<file path="src/rtl/pixel_operation_decoder_params.svh">
// Constants of the pixel operation decoder: offsets, field positions, codes.
// Assumes inclusion by bare name from the engine and decoder modules.
`ifndef PIXEL_OPERATION_DECODER_PARAMS_SVH
`define PIXEL_OPERATION_DECODER_PARAMS_SVH

`define OFS_PROCESSOR_INTERFACE_CONTROL 8'h10
`define OFS_MAP_CONFIG 8'h14
`define OFS_OP_DIMENSION 8'h60
`define OFS_PIXEL_OP_COMMAND 8'h7c

`define BG_SRC_LSB 30
`define FG_SRC_LSB 28
`define OP_TYPE_LSB 24
`define SRC_MAP_LSB 20
`define DST_MAP_LSB 16
`define PAT_MAP_LSB 12
`define MASK_LSB 6
`define DRAW_MODE_LSB 4
`define OCTANT_LSB 0
`define DIM_Y_LSB 16

`define OP_STEP_READ 4'h2
`define OP_LINE_READ 4'h3
`define OP_STEP_WRITE 4'h4
`define OP_LINE_WRITE 4'h5
`define OP_BLT 4'h8
`define OP_BLT_INVERT 4'h9
`define OP_BLT_FILL 4'ha

`define MAP_A 4'h1
`define MAP_B 4'h2
`define MAP_C 4'h3
`define PAT_FIXED 4'h8
`define PAT_FROM_SRC 4'h9

`define MASK_OFF 2'h0
`define MASK_BOUNDARY 2'h1
`define MASK_FULL 2'h2

`define DRAW_ALL 2'h0
`define DRAW_FIRST_NULL 2'h1
`define DRAW_AREA_BOUNDARY 2'h2
`define DRAW_LAST_NULL 2'h3

`define COLOR_FIXED 2'h0
`define COLOR_SOURCE 2'h2

`define OCT_X_NEG 2
`define OCT_Y_NEG 1
`define OCT_Y_MAJOR 0

`define PI_IRQ_EN_BIT 0
`define PI_DONE_BIT 1
`define PI_ERROR_BIT 2
`define PI_BUSY_BIT 7

`define CMD_RESET 32'h00000000
`define DIM_RESET 32'h00000000
`define MAP_CONFIG_RESET 6'h00

`endif

</file>
<file path="src/rtl/pixel_operation_decoder_pkg.sv">
// Types shared by the pixel operation decoder and its step engine.
// Assumes the params header sits beside it in rtl/.
package pixel_operation_decoder_pkg;
  typedef enum logic [0:0] {
    ENGINE_IDLE,
    ENGINE_RUN
  } engine_state_e;

  typedef logic [12:0] offset_t;
endpackage

</file>
<file path="src/rtl/pixel_step_engine.sv">
// Pixel walk engine: steps through a line, one pixel or a rectangle.
// Assumes start only while idle; step enable stalls the walk.
`timescale 1ns/10ps
module pixel_step_engine (
  input wire logic mclk_in, // System clock
  input wire logic nrst_in, // Async reset, active low
  input wire logic start_in, // Begin a walk
  input wire logic step_en_in, // Advance allowed
  input wire logic is_line_in, // Line draw walk
  input wire logic is_blt_in, // Rectangle walk
  input wire logic is_invert_in, // Vertical flip walk
  input wire logic [11:0] len_x_in, // Major length minus one
  input wire logic [11:0] len_y_in, // Row count minus one
  input wire logic [2:0] octant_in, // Direction octant
  output logic busy_out, // Walk in progress
  output logic pixel_valid_out, // One pixel produced
  output logic first_out, // First pixel of walk
  output logic last_out, // Last pixel of walk
  output logic done_out, // Walk finished pulse
  output pixel_operation_decoder_pkg::offset_t src_dx_out, // Source X offset
  output pixel_operation_decoder_pkg::offset_t src_dy_out, // Source Y offset
  output pixel_operation_decoder_pkg::offset_t dst_dy_out // Destination Y offset
);
  `include "pixel_operation_decoder_params.svh"

  pixel_operation_decoder_pkg::engine_state_e state_reg;
  logic [11:0] col_reg, row_reg, top_reg, bot_reg, cols_reg, rows_reg;
  logic side_reg, line_reg, inv_reg;
  logic [2:0] oct_reg;
  logic [11:0] row_phys;
  logic last_pix, adv;

  function automatic pixel_operation_decoder_pkg::offset_t sgn(input logic [11:0] v, input logic n);
    sgn = n ? (13'h0000 - {1'b0, v}) : {1'b0, v};
  endfunction

  // Inverting walk alternates top and bottom rows
  assign row_phys = inv_reg ? (side_reg ? bot_reg : top_reg) : row_reg;
  assign last_pix = (col_reg == cols_reg) && (row_reg == rows_reg);
  assign adv = (state_reg == pixel_operation_decoder_pkg::ENGINE_RUN) && step_en_in;
  assign busy_out = (state_reg == pixel_operation_decoder_pkg::ENGINE_RUN);

  always_ff @(posedge mclk_in or negedge nrst_in) begin
    if (!nrst_in) begin
      state_reg <= pixel_operation_decoder_pkg::ENGINE_IDLE;
    end else begin
      unique case (state_reg)
        pixel_operation_decoder_pkg::ENGINE_IDLE: begin
          if (start_in) begin
            state_reg <= pixel_operation_decoder_pkg::ENGINE_RUN;
          end
        end
        pixel_operation_decoder_pkg::ENGINE_RUN: begin
          if (step_en_in && last_pix) begin
            state_reg <= pixel_operation_decoder_pkg::ENGINE_IDLE;
          end
        end
      endcase
    end
  end

  always_ff @(posedge mclk_in or negedge nrst_in) begin
    if (!nrst_in) begin
      col_reg <= 12'h000;
      row_reg <= 12'h000;
      top_reg <= 12'h000;
      bot_reg <= 12'h000;
      cols_reg <= 12'h000;
      rows_reg <= 12'h000;
      side_reg <= 1'b0;
      line_reg <= 1'b0;
      inv_reg <= 1'b0;
      oct_reg <= 3'h0;
    end else if (start_in && !busy_out) begin
      col_reg <= 12'h000;
      row_reg <= 12'h000;
      top_reg <= 12'h000;
      bot_reg <= is_blt_in ? len_y_in : 12'h000;
      cols_reg <= (is_blt_in || is_line_in) ? len_x_in : 12'h000;
      rows_reg <= is_blt_in ? len_y_in : 12'h000;
      side_reg <= 1'b0;
      line_reg <= is_line_in;
      inv_reg <= is_invert_in;
      oct_reg <= octant_in;
    end else if (adv && !last_pix) begin
      if (col_reg == cols_reg) begin
        col_reg <= 12'h000;
        row_reg <= row_reg + 12'h001;
        side_reg <= ~side_reg;
        if (side_reg) begin
          bot_reg <= bot_reg - 12'h001;
        end else begin
          top_reg <= top_reg + 12'h001;
        end
      end else begin
        col_reg <= col_reg + 12'h001;
      end
    end
  end

  always_ff @(posedge mclk_in or negedge nrst_in) begin
    if (!nrst_in) begin
      pixel_valid_out <= 1'b0;
      first_out <= 1'b0;
      last_out <= 1'b0;
      done_out <= 1'b0;
      src_dx_out <= 13'h0000;
      src_dy_out <= 13'h0000;
      dst_dy_out <= 13'h0000;
    end else begin
      pixel_valid_out <= adv;
      first_out <= adv && (col_reg == 12'h000) && (row_reg == 12'h000);
      last_out <= adv && last_pix;
      done_out <= adv && last_pix;
      if (adv) begin
        if (line_reg && oct_reg[`OCT_Y_MAJOR]) begin
          src_dx_out <= 13'h0000;
          src_dy_out <= sgn(col_reg, oct_reg[`OCT_Y_NEG]);
          dst_dy_out <= sgn(col_reg, oct_reg[`OCT_Y_NEG]);
        end else begin
          // Octant fixes raster order of transfers too
          src_dx_out <= sgn(col_reg, oct_reg[`OCT_X_NEG]);
          src_dy_out <= sgn(row_phys, oct_reg[`OCT_Y_NEG]);
          dst_dy_out <= inv_reg ? sgn(rows_reg - row_phys, oct_reg[`OCT_Y_NEG])
                                : sgn(row_phys, oct_reg[`OCT_Y_NEG]);
        end
      end
    end
  end
endmodule

</file>
<file path="src/rtl/pixel_operation_decoder.sv">
// Pixel operation command decoder with register port and busy tracking.
// Assumes a host master with one-cycle strobes; reads answer next cycle.
`timescale 1ns/10ps
module pixel_operation_decoder (
  input wire logic mclk_in, // System clock
  input wire logic nrst_in, // Async reset, active low
  input wire logic [7:0] addr_in, // Register byte address
  input wire logic [31:0] wdata_in, // Write data
  input wire logic wr_in, // Write strobe
  input wire logic rd_in, // Read strobe
  output logic [31:0] rdata_out, // Read data, cycle after strobe
  output logic busy_out, // Operation in progress
  output logic complete_irq_out, // Completion interrupt level
  output logic [3:0] op_type_out, // Latched operation type
  output logic [1:0] bg_src_out, // Background colour source
  output logic [1:0] fg_src_out, // Foreground colour source
  output logic [1:0] src_map_out, // Source map, 1..3 = A..C
  output logic [1:0] dst_map_out, // Destination map, 1..3 = A..C
  output logic [1:0] pat_map_out, // Pattern map, 0 when not a map
  output logic pat_fixed_out, // Pattern all foreground
  output logic pat_from_src_out, // Pattern generated from source
  output logic mask_clip_out, // Mask boundary clipping
  output logic mask_use_out, // Full mask map use
  output logic boundary_mode_out, // Drawing fill outline
  output logic area_fill_out, // Area fill transfer
  output logic src_swap_out, // Byte swap source data
  output logic dst_swap_out, // Byte swap destination data
  output logic pixel_read_out, // Pixel read strobe
  output logic pixel_write_out, // Pixel write strobe
  output logic [12:0] src_dx_out, // Source X offset
  output logic [12:0] src_dy_out, // Source Y offset
  output logic [12:0] dst_dy_out, // Destination Y offset
  output logic last_pixel_out // Final pixel marker
);
  `include "pixel_operation_decoder_params.svh"

  logic [31:0] cmd_reg;
  logic [31:0] dim_reg;
  logic [5:0] map_cfg_reg;
  logic irq_en_reg, done_reg, error_reg, pause_reg;
  logic [31:0] rdata_reg;
  logic [2:0] map_swap;
  logic cmd_wr, pi_rd, cmd_ok, step_en, start;
  logic eng_busy, eng_valid, eng_first, eng_last, eng_done;
  pixel_operation_decoder_pkg::offset_t eng_dx, eng_dy, eng_ddy;
  logic [3:0] w_op, w_src, w_dst, w_pat;
  logic [1:0] w_mask, w_mode;
  logic w_op_ok, w_src_ok, w_dst_ok, w_pat_ok;
  logic is_line, is_blt, is_read;

  // Field extraction from the written word
  assign w_op = wdata_in[`OP_TYPE_LSB +: 4];
  assign w_src = wdata_in[`SRC_MAP_LSB +: 4];
  assign w_dst = wdata_in[`DST_MAP_LSB +: 4];
  assign w_pat = wdata_in[`PAT_MAP_LSB +: 4];
  assign w_mask = wdata_in[`MASK_LSB +: 2];
  assign w_mode = wdata_in[`DRAW_MODE_LSB +: 2];

  always_comb begin
    unique case (w_op)
      `OP_STEP_READ, `OP_LINE_READ, `OP_STEP_WRITE, `OP_LINE_WRITE,
      `OP_BLT, `OP_BLT_INVERT, `OP_BLT_FILL: w_op_ok = 1'b1;
      default: w_op_ok = 1'b0;
    endcase
  end

  assign w_src_ok = (w_src == `MAP_A) || (w_src == `MAP_B) || (w_src == `MAP_C);
  assign w_dst_ok = (w_dst == `MAP_A) || (w_dst == `MAP_B) || (w_dst == `MAP_C);
  assign w_pat_ok = (w_pat == `MAP_A) || (w_pat == `MAP_B) || (w_pat == `MAP_C)
                    || (w_pat == `PAT_FIXED) || (w_pat == `PAT_FROM_SRC);

  // Reserved codes are refused and flagged; host must not send them
  assign cmd_ok = w_op_ok && w_src_ok && w_dst_ok && w_pat_ok
                  && (w_mask != 2'h3);

  assign cmd_wr = wr_in && (addr_in == `OFS_PIXEL_OP_COMMAND);
  // Writes while busy are dropped; host polls busy first
  assign start = cmd_wr && cmd_ok && !eng_busy;
  assign pi_rd = rd_in && (addr_in == `OFS_PROCESSOR_INTERFACE_CONTROL);
  // Control register read stalls drawing over strobe and answer
  assign step_en = !pi_rd && !pause_reg;

  assign is_line = (w_op == `OP_LINE_READ) || (w_op == `OP_LINE_WRITE);
  assign is_blt = w_op[3];
  assign is_read = (cmd_reg[`OP_TYPE_LSB +: 4] == `OP_STEP_READ)
                   || (cmd_reg[`OP_TYPE_LSB +: 4] == `OP_LINE_READ);

  // Per-map swap: big-endian format honoured only in system memory
  genvar g;
  generate
    for (g = 0; g < 3; g++) begin : gen_map
      assign map_swap[g] = map_cfg_reg[2 * g] && map_cfg_reg[2 * g + 1];
    end
  endgenerate

  function automatic logic swap_of(input logic [3:0] code, input logic [2:0] sw);
    swap_of = 1'b0;
    if (code == `MAP_A) begin
      swap_of = sw[0];
    end else if (code == `MAP_B) begin
      swap_of = sw[1];
    end else if (code == `MAP_C) begin
      swap_of = sw[2];
    end
  endfunction

  pixel_step_engine u_engine (
    .mclk_in(mclk_in),
    .nrst_in(nrst_in),
    .start_in(start),
    .step_en_in(step_en),
    .is_line_in(is_line),
    .is_blt_in(is_blt),
    .is_invert_in(w_op == `OP_BLT_INVERT),
    .len_x_in(dim_reg[11:0]),
    .len_y_in(dim_reg[`DIM_Y_LSB +: 12]),
    .octant_in(wdata_in[`OCTANT_LSB +: 3]),
    .busy_out(eng_busy),
    .pixel_valid_out(eng_valid),
    .first_out(eng_first),
    .last_out(eng_last),
    .done_out(eng_done),
    .src_dx_out(eng_dx),
    .src_dy_out(eng_dy),
    .dst_dy_out(eng_ddy)
  );

  // Command register and map choices captured at load
  always_ff @(posedge mclk_in or negedge nrst_in) begin
    if (!nrst_in) begin
      cmd_reg <= `CMD_RESET;
    end else if (start) begin
      cmd_reg <= wdata_in;
    end
  end

  always_ff @(posedge mclk_in or negedge nrst_in) begin
    if (!nrst_in) begin
      dim_reg <= `DIM_RESET;
      map_cfg_reg <= `MAP_CONFIG_RESET;
      irq_en_reg <= 1'b0;
    end else if (wr_in) begin
      if (addr_in == `OFS_OP_DIMENSION) begin
        dim_reg <= wdata_in;
      end
      if (addr_in == `OFS_MAP_CONFIG) begin
        map_cfg_reg <= wdata_in[5:0];
      end
      if (addr_in == `OFS_PROCESSOR_INTERFACE_CONTROL) begin
        irq_en_reg <= wdata_in[`PI_IRQ_EN_BIT];
      end
    end
  end

  // Sticky done and error flags, write one to clear, set wins
  always_ff @(posedge mclk_in or negedge nrst_in) begin
    if (!nrst_in) begin
      done_reg <= 1'b0;
      error_reg <= 1'b0;
    end else begin
      if (eng_done) begin
        done_reg <= 1'b1;
      end else if (wr_in && addr_in == `OFS_PROCESSOR_INTERFACE_CONTROL && wdata_in[`PI_DONE_BIT]) begin
        done_reg <= 1'b0;
      end
      if (cmd_wr && !cmd_ok) begin
        error_reg <= 1'b1;
      end else if (wr_in && addr_in == `OFS_PROCESSOR_INTERFACE_CONTROL && wdata_in[`PI_ERROR_BIT]) begin
        error_reg <= 1'b0;
      end
    end
  end

  always_ff @(posedge mclk_in or negedge nrst_in) begin
    if (!nrst_in) begin
      pause_reg <= 1'b0;
    end else begin
      pause_reg <= pi_rd;
    end
  end

  // Read answer; command register is write-only
  always_ff @(posedge mclk_in or negedge nrst_in) begin
    if (!nrst_in) begin
      rdata_reg <= 32'h00000000;
    end else if (rd_in) begin
      rdata_reg <= 32'h00000000;
      unique case (addr_in)
        `OFS_PROCESSOR_INTERFACE_CONTROL: begin
          rdata_reg[`PI_IRQ_EN_BIT] <= irq_en_reg;
          rdata_reg[`PI_DONE_BIT] <= done_reg;
          rdata_reg[`PI_ERROR_BIT] <= error_reg;
          rdata_reg[`PI_BUSY_BIT] <= eng_busy;
        end
        `OFS_MAP_CONFIG: rdata_reg[5:0] <= map_cfg_reg;
        `OFS_OP_DIMENSION: rdata_reg <= dim_reg;
        default: rdata_reg <= 32'h00000000;
      endcase
    end else begin
      rdata_reg <= 32'h00000000;
    end
  end

  assign rdata_out = rdata_reg;
  assign busy_out = eng_busy;
  assign complete_irq_out = done_reg && irq_en_reg;

  // Decoded selections held for the whole operation
  always_ff @(posedge mclk_in or negedge nrst_in) begin
    if (!nrst_in) begin
      op_type_out <= 4'h0;
      bg_src_out <= `COLOR_FIXED;
      fg_src_out <= `COLOR_FIXED;
      src_map_out <= 2'h0;
      dst_map_out <= 2'h0;
      pat_map_out <= 2'h0;
      pat_fixed_out <= 1'b0;
      pat_from_src_out <= 1'b0;
      mask_clip_out <= 1'b0;
      mask_use_out <= 1'b0;
      boundary_mode_out <= 1'b0;
      area_fill_out <= 1'b0;
      src_swap_out <= 1'b0;
      dst_swap_out <= 1'b0;
    end else if (start) begin
      op_type_out <= w_op;
      bg_src_out <= wdata_in[`BG_SRC_LSB +: 2];
      fg_src_out <= wdata_in[`FG_SRC_LSB +: 2];
      src_map_out <= w_src[1:0];
      dst_map_out <= w_dst[1:0];
      pat_map_out <= w_pat[3] ? 2'h0 : w_pat[1:0];
      pat_fixed_out <= (w_pat == `PAT_FIXED);
      pat_from_src_out <= (w_pat == `PAT_FROM_SRC);
      mask_clip_out <= (w_mask == `MASK_BOUNDARY);
      mask_use_out <= (w_mask == `MASK_FULL);
      boundary_mode_out <= (w_mode == `DRAW_AREA_BOUNDARY);
      area_fill_out <= (w_op == `OP_BLT_FILL);
      src_swap_out <= swap_of(w_src, map_swap);
      dst_swap_out <= swap_of(w_dst, map_swap);
    end
  end

  // Pixel strobes; write strobe has first or last suppression
  always_ff @(posedge mclk_in or negedge nrst_in) begin
    if (!nrst_in) begin
      pixel_read_out <= 1'b0;
      pixel_write_out <= 1'b0;
      src_dx_out <= 13'h0000;
      src_dy_out <= 13'h0000;
      dst_dy_out <= 13'h0000;
      last_pixel_out <= 1'b0;
    end else begin
      pixel_read_out <= eng_valid && is_read;
      pixel_write_out <= eng_valid && !is_read
        && !(eng_first && cmd_reg[`DRAW_MODE_LSB +: 2] == `DRAW_FIRST_NULL)
        && !(eng_last && cmd_reg[`DRAW_MODE_LSB +: 2] == `DRAW_LAST_NULL);
      src_dx_out <= eng_dx;
      src_dy_out <= eng_dy;
      dst_dy_out <= eng_ddy;
      last_pixel_out <= eng_last;
    end
  end
endmodule

</file>
<file path="config.mk">
export PLATFORM = sky130hd
export DESIGN_NAME = pixel_operation_decoder
export DESIGN_NICKNAME = d
export VERILOG_FILES = /design/src/rtl/pixel_operation_decoder_pkg.sv /design/src/rtl/pixel_step_engine.sv /design/src/rtl/pixel_operation_decoder.sv
export VERILOG_INCLUDE_DIRS = /design/src /design/src/rtl
export SDC_FILE = /design/constraint.sdc
export NUM_CORES = 1
export LEC_CHECK = 0
export BUFFER_PORTS_ARGS = -buffer_cell sky130_fd_sc_hd__buf_4
export CORE_ASPECT_RATIO = 0.5
export CORE_MARGIN = 1.5
export CORE_UTILIZATION = 60
export CTS_BUF_LIST = sky130_fd_sc_hd__clkbuf_4 sky130_fd_sc_hd__clkbuf_8
export DETAILED_ROUTE_END_ITERATION = 10
export GPL_TIMING_DRIVEN = 0
export PLACE_DENSITY = 0.84
export SKIP_LAST_GASP = 1
export SYNTH_ARGS = -nofsm -noshare
export SYNTH_HDL_FRONTEND = slang
export SYNTH_HIERARCHICAL = 1
export SYNTH_SLANG_ARGS = --single-unit
</file>
<file path="constraint.sdc">
create_clock -name mclk_in -period 8.7 [get_ports mclk_in]
set_input_delay 1.74 -clock mclk_in [delete_from_list [all_inputs] [get_ports mclk_in]]
set_output_delay 1.74 -clock mclk_in [all_outputs]
set_load 0.05 [all_outputs]
</file>
# After elaboration in Yosys (flattened, before gate mapping)
# Index checks and enable logic that the tools add are counted.
# W data, S select, Z words.
# word_totals
reg_bits,287
in_bits,44
out_inout_bits,98
word_cells,203
# classes
add_sub_neg,8
eq_ne,33
muxes,50
bitwise,2
n_reduce_logical,65
# ops
cell,count
$mux W12,18
$mux W13,8
$eq A4 B2 Y1 const B,10
$sub A1 B12 Y13 const A,3
$add A12 B1 Y12 const B,3
$logic_and A1 B1 Y1,32
$mux W32,1
$eq A12 B12 Y1,2
$logic_not A12 Y1,2
$mux W24,1
$eq A4 B4 Y1 const B,5
$mux W1,17
$eq A8 B5 Y1 const B,2
$eq A8 B7 Y1 const B,2
$eq A4 B1 Y1 const B,3
$sub A12 B1 Y12 const B,1
$sub A12 B12 Y12,1
$logic_or A1 B1 Y1,11
$reduce_bool A2 Y1,5
$pmux W3 S3,1
$eq A4 B3 Y1 const B,2
$logic_not A1 Y1,8
$reduce_and A2 Y1,4
$reduce_or A7 Y1,1
other kinds (8),15

# Logic depth before layout (Yosys ltp)
# Gate-level depths: netlist (run 1).
# depth
depth_word,12
mapped_depth,14
mapped_depth_nobuf,13

# Modules after synthesis
# The synthesis (run 1) kept the hierarchy.
# by_module_without_submodules
module,instances,cells_each,area_each_um2,seq_area_each_um2
pixel_step_engine,1,829,7601.0,3027.9
pixel_operation_decoder,1,324,5088.6,3503.4

# Least setup slack after synthesis (run 1)
# No wires, ideal clock.
# synth_path
path_type,input to register
startpoint,input addr_in[5]
endpoint,register u_engine.dst_dy_out[11]
setup_time_ns,0.118
arrival_ns,4.088
t_required_ns,8.582
slack_ns,4.494
stages,13
path_buffers,2
cell_sequence,or4b_4 > nor4_2 > and2_1 > nor2_1 > nand2_1 > inv_1 > buf_2 > nand2_1 > clkbuf_1 > o211ai_1 > and3b_1 > mux2_1 > nor2_1
# synth_between
elab_chain_len,5
# synth_lines
item,line,text
from (decl),pixel_operation_decoder.sv:7,"input wire logic [7:0] addr_in,"
$eq A8 B5 Y1,--,
$logic_and A1 B1 Y1,pixel_operation_decoder.sv:79,assign pi_rd = rd_in && (addr_in == `OFS_PROCESSOR_INTERFACE_CONTROL);
named net pi_rd,pixel_operation_decoder.sv:43,"logic cmd_wr, pi_rd, cmd_ok, step_en, start;"
$logic_not A1 Y1,pixel_operation_decoder.sv:81,assign step_en = !pi_rd && !pause_reg;
$logic_and A1 B1 Y1,pixel_operation_decoder.sv:81,
named net step_en,pixel_operation_decoder.sv:43,
$logic_and A1 B1 Y1,pixel_step_engine.sv:40,assign adv = (state_reg == pixel_operation_decoder_pkg::ENGINE_RUN) && step_en_in;
named net u_engine.adv,pixel_step_engine.sv:31,"logic last_pix, adv;"
to (signal assigned),pixel_step_engine.sv:119,"dst_dy_out <= sgn(col_reg, oct_reg[`OCT_Y_NEG]);"
to (signal assigned),pixel_step_engine.sv:124,"dst_dy_out <= inv_reg ? sgn(rows_reg - row_phys, oct_reg[`OCT_Y_NEG])"
to (decl),pixel_step_engine.sv:22,output pixel_operation_decoder_pkg::offset_t dst_dy_out
# The timed path passes the listed nets, and every way through them passes these cells.
# A chain may end at the register's enable or synchronous reset.

# Worst setup path after layout (run 1)
# Ends and elaborated chain as after synthesis.

==> results of run 1 <==
==> metal layers <==
layer	wire, um	global-route usage [%]	vias up
li1	-	-	4372
met1	14800	44.1	4775
met2	14100	44.6	394
met3	2920	8.13	44
met4	454	5.75	0
met5	0	0	-
==> power by group through the flow <==
stage               Sequential [W]  Clock, W  Combinational (W)
floorplan                  0.00126         0          0.0000328
global placement           0.00126         0          0.0000904
detailed placement         0.00126         0          0.0000975
global route               0.00124   0.00113           0.000107
finish                     0.00124   0.00105          0.0000970
CTS                        0.00124   0.00107          0.0000983
==> critical path, cell delays in order <==
cell and delay [ps]:
buf_4 110, or4b_4 590, nor4_2 390, and2_1 250, nor2_1 90, nand2_1 320
inv_1 150, buf_2 230, nand2_1 100, clkbuf_1 390, o211ai_1 210, and3b_1 250
mux2_1 140, nor2_1 50
==> cells by family (layout without fill, tap and decap cells) <==
logic type,Yosys count,in the layout,share of synthesized area [%]
AO/OA/AOI/OAI,192,192,10.1
XOR/XNOR,105,105,7.25
AND/OR/NAND/NOR,396,396,16.9
multiplexers,91,91,8.85
flip-flops,261,261,51.5
adder cells (fa/ha/maj),20,20,2.03
buffers and inverters,88,294,3.39
==> layout make-up <==
type | count | area share [%]
buffer | 64 | 2.28
tap | 273 | 2.29
multi-input combinational | 804 | 38.3
sequential | 261 | 43.7
inverter | 24 | 0.603
clock inverter | 7 | 0.628
timing repair buffer | 141 | 7.40
clock buffer | 58 | 4.80
==> per-stage QoR <==
step	instance area (um2)	hold slack (ps)
6_report	14900	375
5_1_grt	14900	389
4_1_cts	14900	375
3_5_place_dp	14100	362
3_3_place_gp	14100	360
2_1_floorplan	12700	354
==> worst paths after layout <==
| path | cells past startpoint | slack (ps) | start | end |
|---|---|---|---|---|
| max | 14 | 4110 | addr_in[5] | u_engine/dst_dy_out[11] |
| min | 0 | 380 | u_engine/src_dy_out[3] | src_dy_out[3] |
| max reg2reg | 14 | 4600 | u_engine/side_reg | u_engine/dst_dy_out[10] |
| min reg2reg | 0 | 380 | u_engine/src_dy_out[3] | src_dy_out[3] |
| max in group asynchronous | 2 | 6570 | nrst_in | u_engine/src_dy_out[12] |
| min in group asynchronous | 1 | 1130 | nrst_in | rdata_out[23] |
==> cell usage in the layout (no fill, tap or decap), drive strengths merged, types with 3 or more instances in the layout <==
| master | n |
|---|---|
| and3 | 10 |
| ha | 19 |
| a21oi | 45 |
| a22o | 20 |
| a211oi | 4 |
| dfrtp | 261 |
| nand2 | 124 |
| nand2b | 5 |
| nor2b | 11 |
| nand4b | 4 |
| o211ai | 4 |
| nor3 | 21 |
| o41ai | 3 |
| clkinv | 3 |
| nor4 | 14 |
| clkbuf | 89 |
| mux2i | 19 |
| xor2 | 48 |
| nand3 | 31 |
| nand3b | 3 |
| or3 | 16 |
| o31ai | 4 |
| nor2 | 91 |
| and2 | 31 |
| or3b | 3 |
| nor3b | 4 |
| mux2 | 72 |
| xnor2 | 57 |
| a31oi | 6 |
| a21o | 7 |
| nand4 | 13 |
| a211o | 5 |
| o21ai | 66 |
| a221o | 3 |
| buf | 174 |
| inv | 25 |
==> flow_summary.ini, run 1 <==
[yosys]
avgSynthCellArea_um2 = 11.0
synth.cell_area_um2 = 12700
synth_area_leaders = dfrtp_1, xnor2_1, nand2_1, mux2_2, xor2_1
synth_seq_cells = 261
synthFlopType = dfrtp_1
yosysTopAreaCell = dfrtp_1
syn_nets = 1217
async_reset_ff_share_pct = 100
synth_top_area_share_pct = 51.5
yosysMostFrequentCell = dfrtp_1
synth_common_cells = dfrtp_1, nand2_1, nor2_1, xnor2_1, o21ai_0
yosysUniqueCellTypes = 91
yosysSeqAreaShare_pct = 51.5
synth_edf_count = 0
syn-instance-count = 1153
synth_warnings = 6

[finish]
final_nets = 1398
fin_util_pct = 72.4
syn_to_final_growth_pct = 17.8
antenna_cells = 0
fillCellCount = 1452
multi_input_area_um2 = 5730
drive_gt1_share_pct = 25.1
seq_area_um2 = 6530
fin_cells = 1632

[clock_network]
cts_max_level = 2
clk_pin_slew_worst_paths_ps = 60
root_buffer = clkbuf_8
cts.hold.buffers_added = 0
cts_tree = built
cts_made_buffers = 38
clock_sinks = 261
cts_buffer_depth = 3
cts_resized = 0
clkLatencyLatePin_ps = 550
postCtsSetupBuffers = 0

[placement]
globalplace.congestion = 0.906
hpwl_um = 23500
dp_slack_ps = 3690
dp.cells = 1567
io_buffers = 139

[floorplanning]
die_area_um2 = 22100
start_util_pct = 61.5
fp.dieW_um = 209
num_io_pins = 142
core_um2 = 20600
rows = 37
die_h_um = 106

[setup_path]
path_class = in2reg
cp-start-kind = primary input
worstSetupEndpointType = flop
cp.required_ps = 9130
arrival_ps = 5010
path_max_fanout = 10

[pwr]
leakage_nw = 7.55
peakVddDrop_mv = 0.114
pwr-share-seq_pct = 51.8
power_w = 0.00239
swShare_pct = 22.5
p_sw_w = 0.000537
p_per_area_nw_per_um2 = 160
combPwrFrac_pct = 4.1
clkPwrFrac_pct = 44.1
internal_power_w = 0.00185

[timing]
relSlewSlack_pct = 50.0
slew_violations = 0
min_period_over_period_pct = 52.7
skew_ps = 12.7
worst_pin_slew_ps = 750
period_minus_slack_ps = 4590
setup_tns_ps = 0
hold_viol_final = 0
setup_viol = 0
rsz0062_at_grt = no
max_clock_freq_mhz = 218
setup_ws_ps = 4110

[routing]
remaining_drc_errors = 0
first_pass_iters = 5
vias = 9585
wl_um = 32200
wire_per_inst_um = 19.7
ant_nets = 0
drt_iter0_markers = 784
via_per_inst = 5.87

[run]
drv_cap = 0

[worst_hold_path]
min-delay-path-class = reg2reg

[global_route]
grt_max_degree = 126
grt_pass1_vias = 9413
grt_overflow = 0
track_usage_pct = 29.9
grt_pass1_wl_um = 51500
antenna_found_initial = 0

[run_status]
status = complete, no violations
(Power assumes the default switching activity.)
==> inputs of run 2 (changes only) <==
--- a/config.mk
+++ b/config.mk
@@ -6,14 +6,15 @@
 export SDC_FILE = /design/constraint.sdc
 export NUM_CORES = 1
 export LEC_CHECK = 0
+export ABC_AREA = 1
 export BUFFER_PORTS_ARGS = -buffer_cell sky130_fd_sc_hd__buf_4
 export CORE_ASPECT_RATIO = 0.5
 export CORE_MARGIN = 1.5
-export CORE_UTILIZATION = 60
+export CORE_UTILIZATION = 55
 export CTS_BUF_LIST = sky130_fd_sc_hd__clkbuf_4 sky130_fd_sc_hd__clkbuf_8
 export DETAILED_ROUTE_END_ITERATION = 10
 export GPL_TIMING_DRIVEN = 0
-export PLACE_DENSITY = 0.84
+export PLACE_DENSITY = 0.81
 export SKIP_LAST_GASP = 1
 export SYNTH_ARGS = -nofsm -noshare
 export SYNTH_HDL_FRONTEND = slang
==> constraint.sdc (replaced) <==
create_clock -name mclk_in -period 4.07 [get_ports mclk_in]
set_input_delay 0.814 -clock mclk_in [delete_from_list [all_inputs] [get_ports mclk_in]]
set_output_delay 0.814 -clock mclk_in [all_outputs]
set_load 0.05 [all_outputs]
==> run 2 against run 1 <==
  * Critical path depth rose by 2
  * Critical path type is now reg2reg
  * Synthesized cell count rose by 45%
  * Non-clock buffer count rose by 6
  * Combinational power rose by 120%
  * Largest power group unchanged
  * Largest cell class unchanged
  * Total power rose by 110%
  * Worst hold slack got worse by 190 ps
==> flow_summary.ini, run 2 <==
[run_status]
status = complete, no violations

[floorplanning]
num_io_pins = 142
rows = 39
start_util_pct = 57.1
fp.dieW_um = 223
die_area_um2 = 25200
core_um2 = 23300
die_h_um = 113

[routing]
remaining_drc_errors = 0
wire_per_inst_um = 16.5
via_per_inst = 5.45
vias = 11931
wl_um = 36200
drt_iter0_markers = 1271
first_pass_iters = 5
ant_nets = 0

[timing]
worst_pin_slew_ps = 780
max_clock_freq_mhz = 296
setup_tns_ps = 0
setup_viol = 0
skew_ps = 20.6
slew_violations = 0
hold_viol_final = 0
min_period_over_period_pct = 83.0
rsz0062_at_grt = no
relSlewSlack_pct = 47.5
period_minus_slack_ps = 3380

[clock_network]
clock_sinks = 261
clk_pin_slew_worst_paths_ps = 70
root_buffer = clkbuf_8
cts_tree = built
cts_made_buffers = 38
cts_buffer_depth = 3
cts_max_level = 2
postCtsSetupBuffers = 0
clkLatencyLatePin_ps = 550
cts_resized = 0
cts.hold.buffers_added = 0

[setup_path]
cp-start-kind = flop
arrival_ps = 3800
worstSetupEndpointType = flop
r2r_slack_ps = 690
path_common_cell = nand2_1
path_max_fanout = 10
path_class = reg2reg
max_stage_delay_ps = 600
cp.required_ps = 4500
cp_cell_sequence = buf_2, buf_6, o21ai_0, fa_1, inv_1, nand2_1, a21oi_1, nand3_1, nor2_1, nand3_1, o21bai_1, nand2_1, nand2_1, nand3_1, nand2_1, nand2_1
cpMaxStageDelayCell = o21ai_0
cp_top_family = compound AO/OA/AOI/OAI gates
path_buf_inv = 3

[global_route]
grt_pass1_wl_um = 58600
grt_overflow = 0
grt_pass1_vias = 11112
grt_max_degree = 115
track_usage_pct = 29.6
antenna_found_initial = 0

[yosys]
synth_top_area_share_pct = 49.1
syn-instance-count = 1673
yosysUniqueCellTypes = 49
yosysTopAreaCell = dfrtp_1
synth_seq_cells = 261
avgSynthCellArea_um2 = 7.94
syn_nets = 1737
synthFlopType = dfrtp_1
synth_area_leaders = dfrtp_1, nand2_1, nand3_1, inv_1, nor2_1
yosysMostFrequentCell = nand2_1
synth_warnings = 6
synth.cell_area_um2 = 13300
async_reset_ff_share_pct = 100
yosysSeqAreaShare_pct = 49.1
synth_edf_count = 0
synth_common_cells = nand2_1, dfrtp_1, inv_1, nand3_1, nor2_1

[finish]
fillCellCount = 1948
fin_area_um2 = 15600
multi_input_area_um2 = 5700
seq_area_um2 = 6530
drive_gt1_share_pct = 15.2
final_nets = 1919
antenna_cells = 0
layout_common_cells = nand2_1, dfrtp_1, inv_1
mostFrequentLayoutCell = nand2_1
syn_to_final_growth_pct = 17.2

[placement]
place_area_um2 = 14800
hpwl_um = 27300
io_buffers = 140
globalplace.congestion = 0.946

[worst_hold_path]
min-delay-path-class = in2async

[pwr]
p_per_area_nw_per_um2 = 326
leakage_nw = 8.39
peakVddDrop_mv = 0.211

[run]
drv_cap = 0
-- run 2: path summary, 6_finish.rpt --
path | start | end | cells after the start
max in group asynchronous | nrst_in | src_dy_out[12] | 3
max | u_engine/inv_reg | u_engine/dst_dy_out[11] | 16
min in group mclk_in | u_engine/src_dy_out[0] | src_dy_out[0] | 0
min reg2reg | u_engine/src_dy_out[0] | src_dy_out[0] | 0
min | nrst_in | dim_reg[12] | 1
max reg2reg | u_engine/inv_reg | u_engine/dst_dy_out[11] | 16
-- run 2: area by class of cell --
type | count | area share (%)
Buffer | 69 | 2.41
Clock buffer | 54 | 4.41
Clock inverter | 14 | 0.683
Inverter | 181 | 4.36
Multi-Input combinational cell | 1162 | 36.6
Sequential cell | 261 | 41.9
Tap cell | 307 | 2.47
Timing Repair Buffer | 142 | 7.15
-- run 2: cell families (layout without fill, tap and decap cells) --
| logic type | count (synthesis) | in the layout | synth area share (%) |
|---|---|---|---|
| and+or+nand+nor | 882 | 882 | 28.4 |
| DFF | 261 | 261 | 49.1 |
| buffers and inverters | 250 | 460 | 7.94 |
| AOI/OAI and AO/OA | 203 | 203 | 8.79 |
| xor gates and xnor gates | 57 | 57 | 3.76 |
| adders and majority gates | 20 | 20 | 1.94 |
-- run 2: where the power goes --
part / internal [W] / total (W) / switching [W]
registers: 0.00262 / 0.00265 / 0.0000253
logic: 0.0000663 / 0.000213 / 0.000147
clock network: 0.00117 / 0.00222 / 0.00105
-- run 2: per-layer routing --
| metal | vias to the layer above | GRT usage (%) | wire length, um |
|---|---|---|---|
| met5 | - | 0 | 0 |
| met4 | 0 | 7.94 | 719 |
| met3 | 59 | 7.04 | 3710 |
| met2 | 552 | 43.2 | 15200 |
| met1 | 5605 | 44.3 | 16600 |
| li1 | 5715 | - | - |
-- run 2: through the flow --
step	setup WS, ps	cells	util (%)	total power, W	hold slack [ps]
after floorplan	1140	1673	-	0.00277	349
after global placement	95.3	2120	63.3	0.00290	360
after detailed placement	448	2122	63.5	0.00291	367
after CTS	738	2190	66.9	0.00511	186
after global routing	397	2190	66.9	0.00527	188
final	693	2190	66.9	0.00508	180
==> inputs of run 3 (changes only) <==
--- a/config.mk
+++ b/config.mk
@@ -6,7 +6,7 @@
 export SDC_FILE = /design/constraint.sdc
 export NUM_CORES = 1
 export LEC_CHECK = 0
-export ABC_AREA = 1
+export ABC_AREA = 0
 export BUFFER_PORTS_ARGS = -buffer_cell sky130_fd_sc_hd__buf_4
 export CORE_ASPECT_RATIO = 0.5
 export CORE_MARGIN = 1.5
@@ -14,7 +14,7 @@
 export CTS_BUF_LIST = sky130_fd_sc_hd__clkbuf_4 sky130_fd_sc_hd__clkbuf_8
 export DETAILED_ROUTE_END_ITERATION = 10
 export GPL_TIMING_DRIVEN = 0
-export PLACE_DENSITY = 0.81
+export PLACE_DENSITY = 0.82
 export SKIP_LAST_GASP = 1
 export SYNTH_ARGS = -nofsm -noshare
 export SYNTH_HDL_FRONTEND = slang
==> constraint.sdc (replaced) <==
create_clock -name mclk_in -period 2.7 [get_ports mclk_in]
set_input_delay 0.54 -clock mclk_in [delete_from_list [all_inputs] [get_ports mclk_in]]
set_output_delay 0.54 -clock mclk_in [all_outputs]
set_load 0.05 [all_outputs]
==> run 3 against run 2 <==
  * Critical path type unchanged
  * Critical endpoint is now u_engine/dst_dy_out[8]
  * Fmax about the same
  * Cell area decreased by 0.41%
  * Worst hold slack improved by 44 ps
  * Via count decreased by 18%
  * Highest routed layer unchanged
  * Sequential power increased by 50%
  * Largest cell class unchanged
  * Global-route usage decreased by 2.2 points
  * Routed wire length decreased by 8.5%
  * The run now ends with negative setup slack left
  * Sequential share of layout area increased by 0.19 points
  * Total power increased by 48%
==> flow_summary.ini, run 3 (same netlist as run 1, synthesis figures left out) <==
[pwr]
leakage_nw = 7.74
power_w = 0.00751
peakVddDrop_mv = 0.479
p_per_area_nw_per_um2 = 484

[routing]
first_pass_iters = 5
wl_um = 33100
drt_iter0_markers = 769
wire_per_inst_um = 19.7
remaining_drc_errors = 0
vias = 9753
ant_nets = 0
via_per_inst = 5.80

[clock_network]
root_buffer = clkbuf_8
cts_tree = built
clk_pin_slew_worst_paths_ps = 70
clock_sinks = 261
clkLatencyLatePin_ps = 550
cts_buffer_depth = 3
cts_made_buffers = 38
cts_max_level = 2

[timing]
max_clock_freq_mhz = 296
worst_pin_slew_ps = 767
min_period_over_period_pct = 125
relSlewSlack_pct = 48.9
period_minus_slack_ps = 3380
slew_violations = 0
setup_ws_ps = -680
whs_ps = 224
hold_viol_final = 0
skew_ps = 25.6
setup_viol = 11
rsz0062_at_grt = yes

[placement]
io_buffers = 139
globalplace.congestion = 0.937
hpwl_um = 23800

[floorplanning]
num_io_pins = 142
fp.dieW_um = 218
core_um2 = 22700
die_area_um2 = 24000
die_h_um = 110
rows = 39
start_util_pct = 55.8

[finish]
antenna_cells = 0
syn_to_final_growth_pct = 22.3
drive_gt1_share_pct = 30.2
mostFrequentLayoutCell = dfrtp_1
layout_common_cells = dfrtp_1, buf_4, nand2_1
final_nets = 1415

[setup_path]
cp_top_family = compound AO/OA/AOI/OAI gates
path_class = reg2reg
cp_cell_sequence = buf_6, mux2i_2, a21oi_2, ha_2, inv_2, fa_2, and3_4, or3_4, a2bb2oi_4, nand4bb_4, buf_4, o41ai_4, xnor2_2, a22oi_1, a211o_1
worstSetupEndpointType = flop
cpMaxStageDelayCell = dfrtp_1
path_max_fanout = 8
cp.required_ps = 3110
path_buf_inv = 3
cp-start-kind = flop
max_stage_delay_ps = 380
arrival_ps = 3790

[run_status]
violations = negative setup slack
status = complete, but fails checks

[global_route]
grt_pass1_vias = 9478
grt_overflow = 0
track_usage_pct = 27.5
grt_pass1_wl_um = 51600
grt_max_degree = 111
antenna_found_initial = 0

[worst_hold_path]
min-delay-path-class = in2reg

[run]
drv_cap = 0
## run 3: final cells by class
class                   instances  area [um2]
clock buffers                  57         716
multi-input cells             804        6100
well taps                     307         384
flip-flops and latches        261        6530
repair buffers                162        1270
plain buffers                  60         368
fillers                      1676        7220
clock inverters                 8        51.3
inverters                      24        92.6
## run 3: power by group
| part | internal [W] | switching, W | leakage (nW) |
|---|---|---|---|
| Combinational | 0.000130 | 0.000200 | 3.72 |
| Clock | 0.00170 | 0.00150 | 0.407 |
| Sequential | 0.00395 | 0.0000325 | 3.61 |
| Total | 0.00578 | 0.00173 | 7.74 |
## run 3: routing by layer
layer	global-route usage [%]	vias to the layer above	part of all wire, %
li1	-	4413	-
met1	40.6	4875	45
met2	41.0	406	45
met3	6.09	59	8.2
met4	7.40	0	1.8
met5	0	-	0
## run 3: timing repair
item | CTS | global route
hold buffers | 1 | 0
pin swaps | 16 | 14
setup endpoints to repair | 95 | 74
gates resized for setup | 46 | 26
setup buffers | 13 | 7
hold endpoints to repair | 51 | 0
## run 3: final timing paths
check,start,depth (start not counted),slack [ps],to
max,u_engine/side_reg,15,-680,u_engine/dst_dy_out[8]
min,wdata_in[3],2,220,map_cfg_reg[3]
max reg2reg,u_engine/side_reg,15,-680,u_engine/dst_dy_out[8]
min reg2reg,u_engine/src_dx_out[11],0,380,src_dx_out[11]
max in group asynchronous,nrst_in,4,880,u_engine/busy_out
min in group asynchronous,nrst_in,2,490,src_dx_out[0]
## run 3: per-stage QoR
stage | cell area, um2 | setup TNS [ps] | instances | worst slack (ps) | utilization (%)
floorplan | 12800 | -2170 | 1153 | -413 | -
global placement | 14200 | -293910 | 1599 | -894 | 62.5
detailed placement | 14300 | -74030 | 1601 | -929 | 62.8
CTS | 15400 | -3780 | 1678 | -579 | 67.6
global route | 15500 | -6150 | 1683 | -799 | 68.2
finish | 15500 | -4650 | 1683 | -680 | 68.2
